==> src/hw/dbc_pkg.sv <==
package dbc_pkg;

    // ------------------------------------------------------------
    // Register map
    // ------------------------------------------------------------
    localparam logic [3:0] DBC_OFS_CURRENT = 4'h0;
    localparam logic [3:0] DBC_OFS_STATUS = 4'h4;
    localparam logic [3:0] DBC_OFS_MASK = 4'h8;
    localparam logic [3:0] DBC_OFS_LIVE = 4'hc;

    // Current register fields
    localparam int DBC_CUR_A_LSB = 0;
    localparam int DBC_CUR_B_LSB = 4;
    localparam logic [3:0] DBC_CUR_RESET = 4'h0;
    localparam logic [3:0] DBC_CUR_FULL = 4'hf;
    localparam logic [3:0] DBC_CUR_OFF = 4'h0;

    // Status and mask bits
    localparam int DBC_ST_OVERCURRENT = 0;
    localparam int DBC_ST_OPEN_A = 1;
    localparam int DBC_ST_OPEN_B = 2;
    localparam logic [2:0] DBC_ST_RESET = 3'h0;
    localparam logic [2:0] DBC_MASK_RESET = 3'h0;

    // Live register fields
    localparam int DBC_LIVE_PHASE_A_LSB = 0;
    localparam int DBC_LIVE_PHASE_B_LSB = 3;
    localparam int DBC_LIVE_OPEN_LSB = 6;
    localparam int DBC_LIVE_POL_LSB = 8;

    // ------------------------------------------------------------
    // Timing
    // ------------------------------------------------------------
    localparam int DBC_CLK_PERIOD_NS = 10;
    localparam int DBC_BLANK0_NS = 600;
    localparam int DBC_BLANK1_NS = 900;
    localparam int DBC_BLANK2_NS = 1200;
    localparam int DBC_BLANK3_NS = 1500;
    localparam int DBC_BLANK0_CYC =
        (DBC_BLANK0_NS + DBC_CLK_PERIOD_NS - 1) / DBC_CLK_PERIOD_NS;
    localparam int DBC_BLANK1_CYC =
        (DBC_BLANK1_NS + DBC_CLK_PERIOD_NS - 1) / DBC_CLK_PERIOD_NS;
    localparam int DBC_BLANK2_CYC =
        (DBC_BLANK2_NS + DBC_CLK_PERIOD_NS - 1) / DBC_CLK_PERIOD_NS;
    localparam int DBC_BLANK3_CYC =
        (DBC_BLANK3_NS + DBC_CLK_PERIOD_NS - 1) / DBC_CLK_PERIOD_NS;
    localparam logic [4:0] DBC_OPEN_LOAD_LIMIT = 5'd14;

    // ------------------------------------------------------------
    // Chopper phases
    // ------------------------------------------------------------
    typedef enum logic [2:0]
    {
        DBC_PH_ON = 3'b001,
        DBC_PH_FAST = 3'b010,
        DBC_PH_SLOW = 3'b100
    } dbc_phase_e;

endpackage

==> src/hw/dbc_chopper.sv <==
// Decided for this implementation: the address map and the AHB-Lite slave port.
`timescale 1ns/1ps
// What this block does
// - Code 1111 selects full-scale trip level
// - High-side comparator trip flags overcurrent
// - Phases run on, fast decay, slow decay
// - Bridge A starts rising, B falling edge
// - Fast decay: uppers off, opposite lower on
// - Slow decay: both lowers on, uppers off
// - Polarity change restarts cycle at on
// - Longer on phase shortens fast decay
// - External oscillator clock starts each chopper cycle; blanking and phase counts run on CLK_SYS
// - Overcurrent detection ignored during blank time
// - Blanking masks chopper comparators after switching
// - Mixed decay enable inputs are active low
// - Open load after 15 cycles without switch-off
module dbc_chopper
(
    // Clock and reset
    input wire logic CLK_SYS,
    input wire logic RST,
    // AHB-Lite slave
    input wire logic HSEL,
    input wire logic [31:0] HADDR,
    input wire logic [1:0] HTRANS,
    input wire logic HWRITE,
    input wire logic [2:0] HSIZE,
    input wire logic [31:0] HWDATA,
    input wire logic HREADY,
    output logic [31:0] HRDATA,
    output logic HREADYOUT,
    output logic HRESP,
    // Interrupt
    output logic IRQ,
    // Chopper oscillator
    input wire logic OSC_CLK,
    // Controller inputs
    input wire logic BRIDGE_A_POLARITY,
    input wire logic BRIDGE_B_POLARITY,
    input wire logic BRIDGE_A_MIXED_DECAY_N,
    input wire logic BRIDGE_B_MIXED_DECAY_N,
    input wire logic BLANK_SELECT_LSB,
    input wire logic BLANK_SELECT_MSB,
    // Comparators
    input wire logic BRIDGE_A_SENSE_INPUT,
    input wire logic BRIDGE_B_SENSE_INPUT,
    input wire logic HIGH_SIDE_THRESHOLD_NODE,
    // Trip level codes to the sense DACs
    output logic [3:0] BRIDGE_A_TRIP_CODE,
    output logic [3:0] BRIDGE_B_TRIP_CODE,
    // Gate drives, index 0 is side 1 of the bridge
    output logic [1:0] BRIDGE_A_HIGH_GATE,
    output logic [1:0] BRIDGE_A_LOW_GATE,
    output logic [1:0] BRIDGE_B_HIGH_GATE,
    output logic [1:0] BRIDGE_B_LOW_GATE
);
    import dbc_pkg::*;

    // ------------------------------------------------------------
    // State
    // ------------------------------------------------------------
    typedef struct packed {
        logic osc;
        logic [1:0] pol;
        dbc_phase_e [1:0] phase;
        logic [1:0][7:0] blank;
        logic [1:0][15:0] on_cnt;
        logic [1:0][15:0] per_cnt;
        logic [1:0][15:0] period;
        logic [1:0][15:0] fast_cnt;
        logic [1:0] tripped;
        logic [1:0][4:0] ol_cnt;
        logic [1:0][3:0] cur;
        logic [2:0] status;
        logic [2:0] mask;
        logic wr_pend;
        logic [3:0] wr_ofs;
        logic [31:0] rdata;
    } dbc_state_s;

    dbc_state_s st_r;
    dbc_state_s st_nxt;

    logic [1:0] start;
    logic [1:0] pol_in;
    logic [1:0] md_n;
    logic [1:0] sense;
    logic [7:0] blank_len;
    logic any_blank;
    logic oc_evt;
    logic [1:0] ol_evt;
    logic acc;
    logic [1:0][1:0] hi_g;
    logic [1:0][1:0] lo_g;

    assign pol_in = {BRIDGE_B_POLARITY, BRIDGE_A_POLARITY};
    assign md_n = {BRIDGE_B_MIXED_DECAY_N, BRIDGE_A_MIXED_DECAY_N};
    assign sense = {BRIDGE_B_SENSE_INPUT, BRIDGE_A_SENSE_INPUT};
    // Oscillator edges start each chopper cycle; blanking and phase counts use CLK_SYS
    assign start[0] = OSC_CLK & ~st_r.osc;
    assign start[1] = ~OSC_CLK & st_r.osc;
    assign any_blank = (st_r.blank[0] != 8'h00) || (st_r.blank[1] != 8'h00);
    // Spikes right after switching must not read as a short
    assign oc_evt = HIGH_SIDE_THRESHOLD_NODE & ~any_blank;
    assign acc = HSEL & HTRANS[1] & HREADY;

    always_comb
    begin
        unique case ({BLANK_SELECT_MSB, BLANK_SELECT_LSB})
            2'b00: blank_len = 8'(DBC_BLANK0_CYC);
            2'b01: blank_len = 8'(DBC_BLANK1_CYC);
            2'b10: blank_len = 8'(DBC_BLANK2_CYC);
            2'b11: blank_len = 8'(DBC_BLANK3_CYC);
        endcase
    end

    // ------------------------------------------------------------
    // Next state
    // ------------------------------------------------------------
    always_comb
    begin
        st_nxt = st_r;
        ol_evt = 2'b00;
        st_nxt.osc = OSC_CLK;
        st_nxt.pol = pol_in;
        for (int b = 0; b < 2; b++)
        begin
            if (st_r.blank[b] != 8'h00)
                st_nxt.blank[b] = st_r.blank[b] - 8'h01;
            if (st_r.per_cnt[b] != 16'hffff)
                st_nxt.per_cnt[b] = st_r.per_cnt[b] + 16'h0001;
            if (start[b])
            begin
                st_nxt.period[b] = st_r.per_cnt[b];
                st_nxt.per_cnt[b] = 16'h0000;
            end
            if (st_r.cur[b] == DBC_CUR_OFF)
            begin
                // Zero current parks the bridge in slow decay
                st_nxt.phase[b] = DBC_PH_SLOW;
                st_nxt.ol_cnt[b] = 5'h00;
                st_nxt.tripped[b] = 1'b0;
            end
            else if (start[b] || (pol_in[b] != st_r.pol[b]))
            begin
                if (start[b])
                begin
                    if (!st_r.tripped[b] && st_r.ol_cnt[b] != 5'h1f)
                        st_nxt.ol_cnt[b] = st_r.ol_cnt[b] + 5'h01;
                    if (!st_r.tripped[b] &&
                        st_r.ol_cnt[b] == DBC_OPEN_LOAD_LIMIT)
                        ol_evt[b] = 1'b1;
                    st_nxt.tripped[b] = 1'b0;
                end
                st_nxt.phase[b] = DBC_PH_ON;
                st_nxt.on_cnt[b] = 16'h0000;
                st_nxt.blank[b] = blank_len;
            end
            else
            begin
                unique case (st_r.phase[b])
                    DBC_PH_ON:
                    begin
                        st_nxt.on_cnt[b] = st_r.on_cnt[b] + 16'h0001;
                        // Comparator is masked while blanking runs
                        if (st_r.blank[b] == 8'h00 && sense[b])
                        begin
                            st_nxt.tripped[b] = 1'b1;
                            st_nxt.ol_cnt[b] = 5'h00;
                            st_nxt.blank[b] = blank_len;
                            if (!md_n[b])
                            begin
                                st_nxt.phase[b] = DBC_PH_FAST;
                                if (st_r.period[b] > st_r.on_cnt[b])
                                    st_nxt.fast_cnt[b] = 16'((st_r.period[b]
                                        - st_r.on_cnt[b]) >> 1);
                                else
                                    st_nxt.fast_cnt[b] = 16'h0000;
                            end
                            else
                                st_nxt.phase[b] = DBC_PH_SLOW;
                        end
                    end
                    DBC_PH_FAST:
                    begin
                        if (st_r.fast_cnt[b] == 16'h0000)
                        begin
                            st_nxt.phase[b] = DBC_PH_SLOW;
                            st_nxt.blank[b] = blank_len;
                        end
                        else
                            st_nxt.fast_cnt[b] = st_r.fast_cnt[b] - 16'h0001;
                    end
                    DBC_PH_SLOW:
                        st_nxt.phase[b] = DBC_PH_SLOW;
                    default:
                        st_nxt.phase[b] = DBC_PH_SLOW;
                endcase
            end
        end

        // Bus: writes land in the data phase
        st_nxt.wr_pend = acc & HWRITE;
        if (acc)
            st_nxt.wr_ofs = HADDR[3:0];
        if (st_r.wr_pend)
        begin
            unique case (st_r.wr_ofs)
                DBC_OFS_CURRENT:
                begin
                    st_nxt.cur[0] = HWDATA[DBC_CUR_A_LSB +: 4];
                    st_nxt.cur[1] = HWDATA[DBC_CUR_B_LSB +: 4];
                end
                DBC_OFS_MASK:
                    st_nxt.mask = HWDATA[2:0];
                default:
                    st_nxt.mask = st_r.mask;
            endcase
        end

        // Read data is captured in the address phase
        st_nxt.rdata = 32'h0000_0000;
        if (acc && !HWRITE)
        begin
            unique case (HADDR[3:0])
                DBC_OFS_CURRENT:
                begin
                    st_nxt.rdata[DBC_CUR_A_LSB +: 4] = st_r.cur[0];
                    st_nxt.rdata[DBC_CUR_B_LSB +: 4] = st_r.cur[1];
                end
                DBC_OFS_STATUS:
                    st_nxt.rdata[2:0] = st_r.status;
                DBC_OFS_MASK:
                    st_nxt.rdata[2:0] = st_r.mask;
                DBC_OFS_LIVE:
                begin
                    st_nxt.rdata[DBC_LIVE_PHASE_A_LSB +: 3] = st_r.phase[0];
                    st_nxt.rdata[DBC_LIVE_PHASE_B_LSB +: 3] = st_r.phase[1];
                    st_nxt.rdata[DBC_LIVE_OPEN_LSB] =
                        st_r.ol_cnt[0] > DBC_OPEN_LOAD_LIMIT;
                    st_nxt.rdata[DBC_LIVE_OPEN_LSB + 1] =
                        st_r.ol_cnt[1] > DBC_OPEN_LOAD_LIMIT;
                    st_nxt.rdata[DBC_LIVE_POL_LSB +: 2] = st_r.pol;
                end
                default:
                    st_nxt.rdata = 32'h0000_0000;
            endcase
        end

        // Read clears status; a new event in the same cycle wins
        if (acc && !HWRITE && HADDR[3:0] == DBC_OFS_STATUS)
            st_nxt.status = 3'h0;
        st_nxt.status[DBC_ST_OVERCURRENT] =
            st_nxt.status[DBC_ST_OVERCURRENT] | oc_evt;
        st_nxt.status[DBC_ST_OPEN_A] = st_nxt.status[DBC_ST_OPEN_A] | ol_evt[0];
        st_nxt.status[DBC_ST_OPEN_B] = st_nxt.status[DBC_ST_OPEN_B] | ol_evt[1];
    end

    always_ff @(posedge CLK_SYS)
    begin
        if (RST)
        begin
            st_r <= '0;
            st_r.phase <= {DBC_PH_SLOW, DBC_PH_SLOW};
            st_r.cur <= {DBC_CUR_RESET, DBC_CUR_RESET};
            st_r.status <= DBC_ST_RESET;
            st_r.mask <= DBC_MASK_RESET;
        end
        else
            st_r <= st_nxt;
    end

    // ------------------------------------------------------------
    // Outputs
    // ------------------------------------------------------------
    // Gates decode registered state only, so no glitch between phases
    always_comb
    begin
        for (int b = 0; b < 2; b++)
        begin
            hi_g[b] = 2'b00;
            lo_g[b] = 2'b00;
            unique case (st_r.phase[b])
                DBC_PH_ON:
                begin
                    hi_g[b][st_r.pol[b]] = 1'b1;
                    lo_g[b][~st_r.pol[b]] = 1'b1;
                end
                DBC_PH_FAST:
                    lo_g[b][st_r.pol[b]] = 1'b1;
                DBC_PH_SLOW:
                    lo_g[b] = 2'b11;
                default:
                    lo_g[b] = 2'b11;
            endcase
        end
    end

    assign BRIDGE_A_HIGH_GATE = hi_g[0];
    assign BRIDGE_A_LOW_GATE = lo_g[0];
    assign BRIDGE_B_HIGH_GATE = hi_g[1];
    assign BRIDGE_B_LOW_GATE = lo_g[1];
    assign BRIDGE_A_TRIP_CODE = st_r.cur[0];
    assign BRIDGE_B_TRIP_CODE = st_r.cur[1];
    assign HRDATA = st_r.rdata;
    assign HREADYOUT = 1'b1;
    assign HRESP = 1'b0;
    assign IRQ = |(st_r.status & st_r.mask);
endmodule

==> config.mk <==
export PLATFORM = sky130hd
export DESIGN_NAME = dbc_chopper
export DESIGN_NICKNAME = d
export VERILOG_FILES = /design/src/hw/dbc_pkg.sv /design/src/hw/dbc_chopper.sv
export SDC_FILE = /design/constraint.sdc
export NUM_CORES = 1
export LEC_CHECK = 0
export ABC_CLOCK_PERIOD_IN_PS = 3500
export BUFFER_PORTS_ARGS = -buffer_cell sky130_fd_sc_hd__buf_4
export CAP_MARGIN = 25
export CORE_MARGIN = 2
export CORE_UTILIZATION = 35
export CTS_BUF_LIST = sky130_fd_sc_hd__clkbuf_16
export DETAILED_ROUTE_END_ITERATION = 12
export PLACE_DENSITY = 0.61
export SLEW_MARGIN = 20
export SYNTH_ARGS = -nofsm -noshare
export SYNTH_HDL_FRONTEND = slang
export SYNTH_SLANG_ARGS = --single-unit
==> constraint.sdc <==
create_clock -name CLK_SYS -period 3.5 [get_ports CLK_SYS]
set_input_delay 0.175 -clock CLK_SYS [delete_from_list [all_inputs] [get_ports CLK_SYS]]
set_output_delay 0.175 -clock CLK_SYS [all_outputs]
set_load 0.01 [all_outputs]
==> impl_metrics.yaml <==
outcome:
  status: "complete, no violations"
synthesis:
  synthFlopType: "dfxtp_1"
  synth.distinct_cells: 67
  ys_ff_latch: 194
  yosysSeqAreaShare_pct: 35.5
  syn_inst: 1373
  synth_edf_count: 0
  synth_warnings: 0
  mappedNetlistArea_sq_um: 10900
  syn_area_per_cell_sq_um: 7.97
  async_reset_ff_share_pct: 0
setup_path:
  crit_type: "flop to flop"
  start_kind: "flop"
  reg2reg_slack_ns: 0.69
  crit_start: "st_r[86]"
  r2r_start: "st_r[86]"
  crit_arrival_ns: 3.18
  cpMostUsedCell: "or4_4"
  cp_slowest_cell: "or4_4"
  endpoint_kind: "flop"
  ff2ff_path_depth: 7
  crit_chain: "or4_4 > or4_4 > or4_4 > a31oi_4 > nor2b_1 > nand2_1 > o21ai_0"
  cp_slowest_stage_delay_ns: 0.57
  cp.required_ns: 3.87
  worst-path-max-fanout: 11
floorplanning:
  placementRows: 64
  core-area_sq_um: 30700
  initial_core_util_pct: 35.7
  ios: 135
  die_y_microns: 181
  dieWidth_microns: 181
  dieArea_sq_um: 32700
timing:
  max_freq_mhz: 356
  final.min_clock_period_ns: 2.81
  min_period_over_period_pct: 80.2
  slew_violations: 0
  setup-violations-final: 0
  clock_skew_ns: 0.0141
  tightest_slew_ns: 0.828
  relSlewSlack_pct: 44.3
  fin_tns_setup_ns: 0
  grt_setup_unrepaired: "false"
  final-hold-violation-count: 0
  hold_slack_ns: 0.0251
worst_hold_path:
  holdCritPathClass: "input port to flop"
  holdPathStages: 3
  min_from: "HADDR[2]"
detailed_routing:
  drtIter0Drc: 575
  viasPerCell: 5.19
  wirelength_microns: 25700
  wl_per_cell_microns: 14.1
  drt.antenna.violating_nets: 0
  drc: 0
  drt_pass1_iterations: 5
  num_vias: 9461
clocking:
  cts_buffers: 17
  cts-root-buf: "clkbuf_16"
  clkSinkCount: 194
  cts_setup_buffers: 0
  hold_buffers: 14
  cts_tree: "done"
  clkSlewWorstSetupHoldPaths_ns: 0.08
  cts_resized: 0
  clk_latency_ns: 0.45
  clk_path_buf_depth: 2
  htreeDepth: 4
layout:
  final_cells: 1824
  fillers: 3112
  drive_gt1_share_pct: 8.83
  fin_nets: 1553
  layout_common_cells: "dfxtp_1, nor2_1, nand2_1"
  layout_commonest_cell: "dfxtp_1"
  area_growth_pct: 12.8
grt:
  grtUsageTotal_pct: 15.7
  grt_pass1_vias: 8889
  grt_pass1_wl_microns: 43300
  grt_max_degree: 74
  antenna_found_initial: 1
  overflow: 0
placement:
  place_inst: 1776
  hpwl_microns: 19100
  portBuffers: 54
  gp_congestion: 0.851
power:
  powerDensity_nw_per_um2: 425
  leakagePower_nw: 4.73
  peakVddDrop_mv: 0.240
flow_run:
  max_cap_violations: 0
==> kinds of logic after synthesis <==
group           after synthesis  synth area share, %
mux                          25                 2.41
other cells                   2               0.0686
simple gates                567                 25.0
xor+xnor                     99                 7.92
flops                       194                 35.5
buf+inv                     146                 6.56
fa+ha+maj                    55                 6.42
compound gates              285                 16.1
==> routing by layer <==
metal / routed length, microns / global-route usage, % / vias up
met2: 11900 / 26.3 / 210
met3: 1040 / 2.60 / 20
met1: 12500 / 20.9 / 4371
li1: - / - / 4860
met5: 0 / 0 / -
met4: 296 / 4.61 / 0
==> Yosys cell counts, drive strengths merged (14+ instances only) <==
library cell	n	area [sq um]
dfxtp	194	3880
nor2	165	619
nand2	144	541
a21oi	105	526
o21ai	67	335
xnor2	64	561
inv	58	218
ha	53	663
nor3	52	260
buf	50	358
nand3	49	245
clkbuf	38	143
xor2	35	307
a211oi	29	228
mux2i	23	230
and3	21	131
nor4	19	125
nand4	18	113
and2	15	93.8
nand2b	14	87.6
==> power breakdown <==
part	switching [mW]	internal, mW
combinational	0.441	0.365
sequential	0.0947	2.30
clock	1.00	1.04
total	1.54	3.71
==> final cells by class <==
cell class | instances | area, sq um | area share (%)
Inverter | 58 | 218 | 1.76
Multi-Input combinational cell | 1055 | 6440 | 52.1
Clock inverter | 15 | 189 | 1.53
Antenna cell | 1 | 2.50 | 0.0203
Clock buffer | 17 | 425 | 3.44
Tap cell | 396 | 495 | 4.01
Timing Repair Buffer | 88 | 696 | 5.63
Sequential cell | 194 | 3880 | 31.4
==> worst max-delay path, delay by kind of cell, from the launching register on <==
kind	cells	cell delay (ns)
AO/OA/AOI/OAI	2	0.45
AND/OR/NAND/NOR	5	1.93
flip-flops	1	0.35
==> stage by stage <==
step           setup WS, ns  util (%)  power [mW]  area (sq um)
6_report              0.691      40.3        5.24         12300
5_1_grt               0.461      40.3        5.51         12300
4_1_cts               0.685      40.2        5.30         12300
3_5_place_dp          0.695      37.8        3.24         11600
3_3_place_gp          0.698      37.8        3.22         11600
2_1_floorplan         0.723         -        3.05         11000
==> worst paths after layout <==
| check | end |
|---|---|
| min | st_r[34] |
| min reg2reg | st_r[95] |
| max | st_r[205] |
| max reg2reg | st_r[205] |
==> registers in the layout, summed over array words and instances, names as in the netlist <==
name and count:
HRDATA 10, BRIDGE_B_TRIP_CODE 4, BRIDGE_A_TRIP_CODE 4, st_r 176
Power figures use the tool's default switching activity.
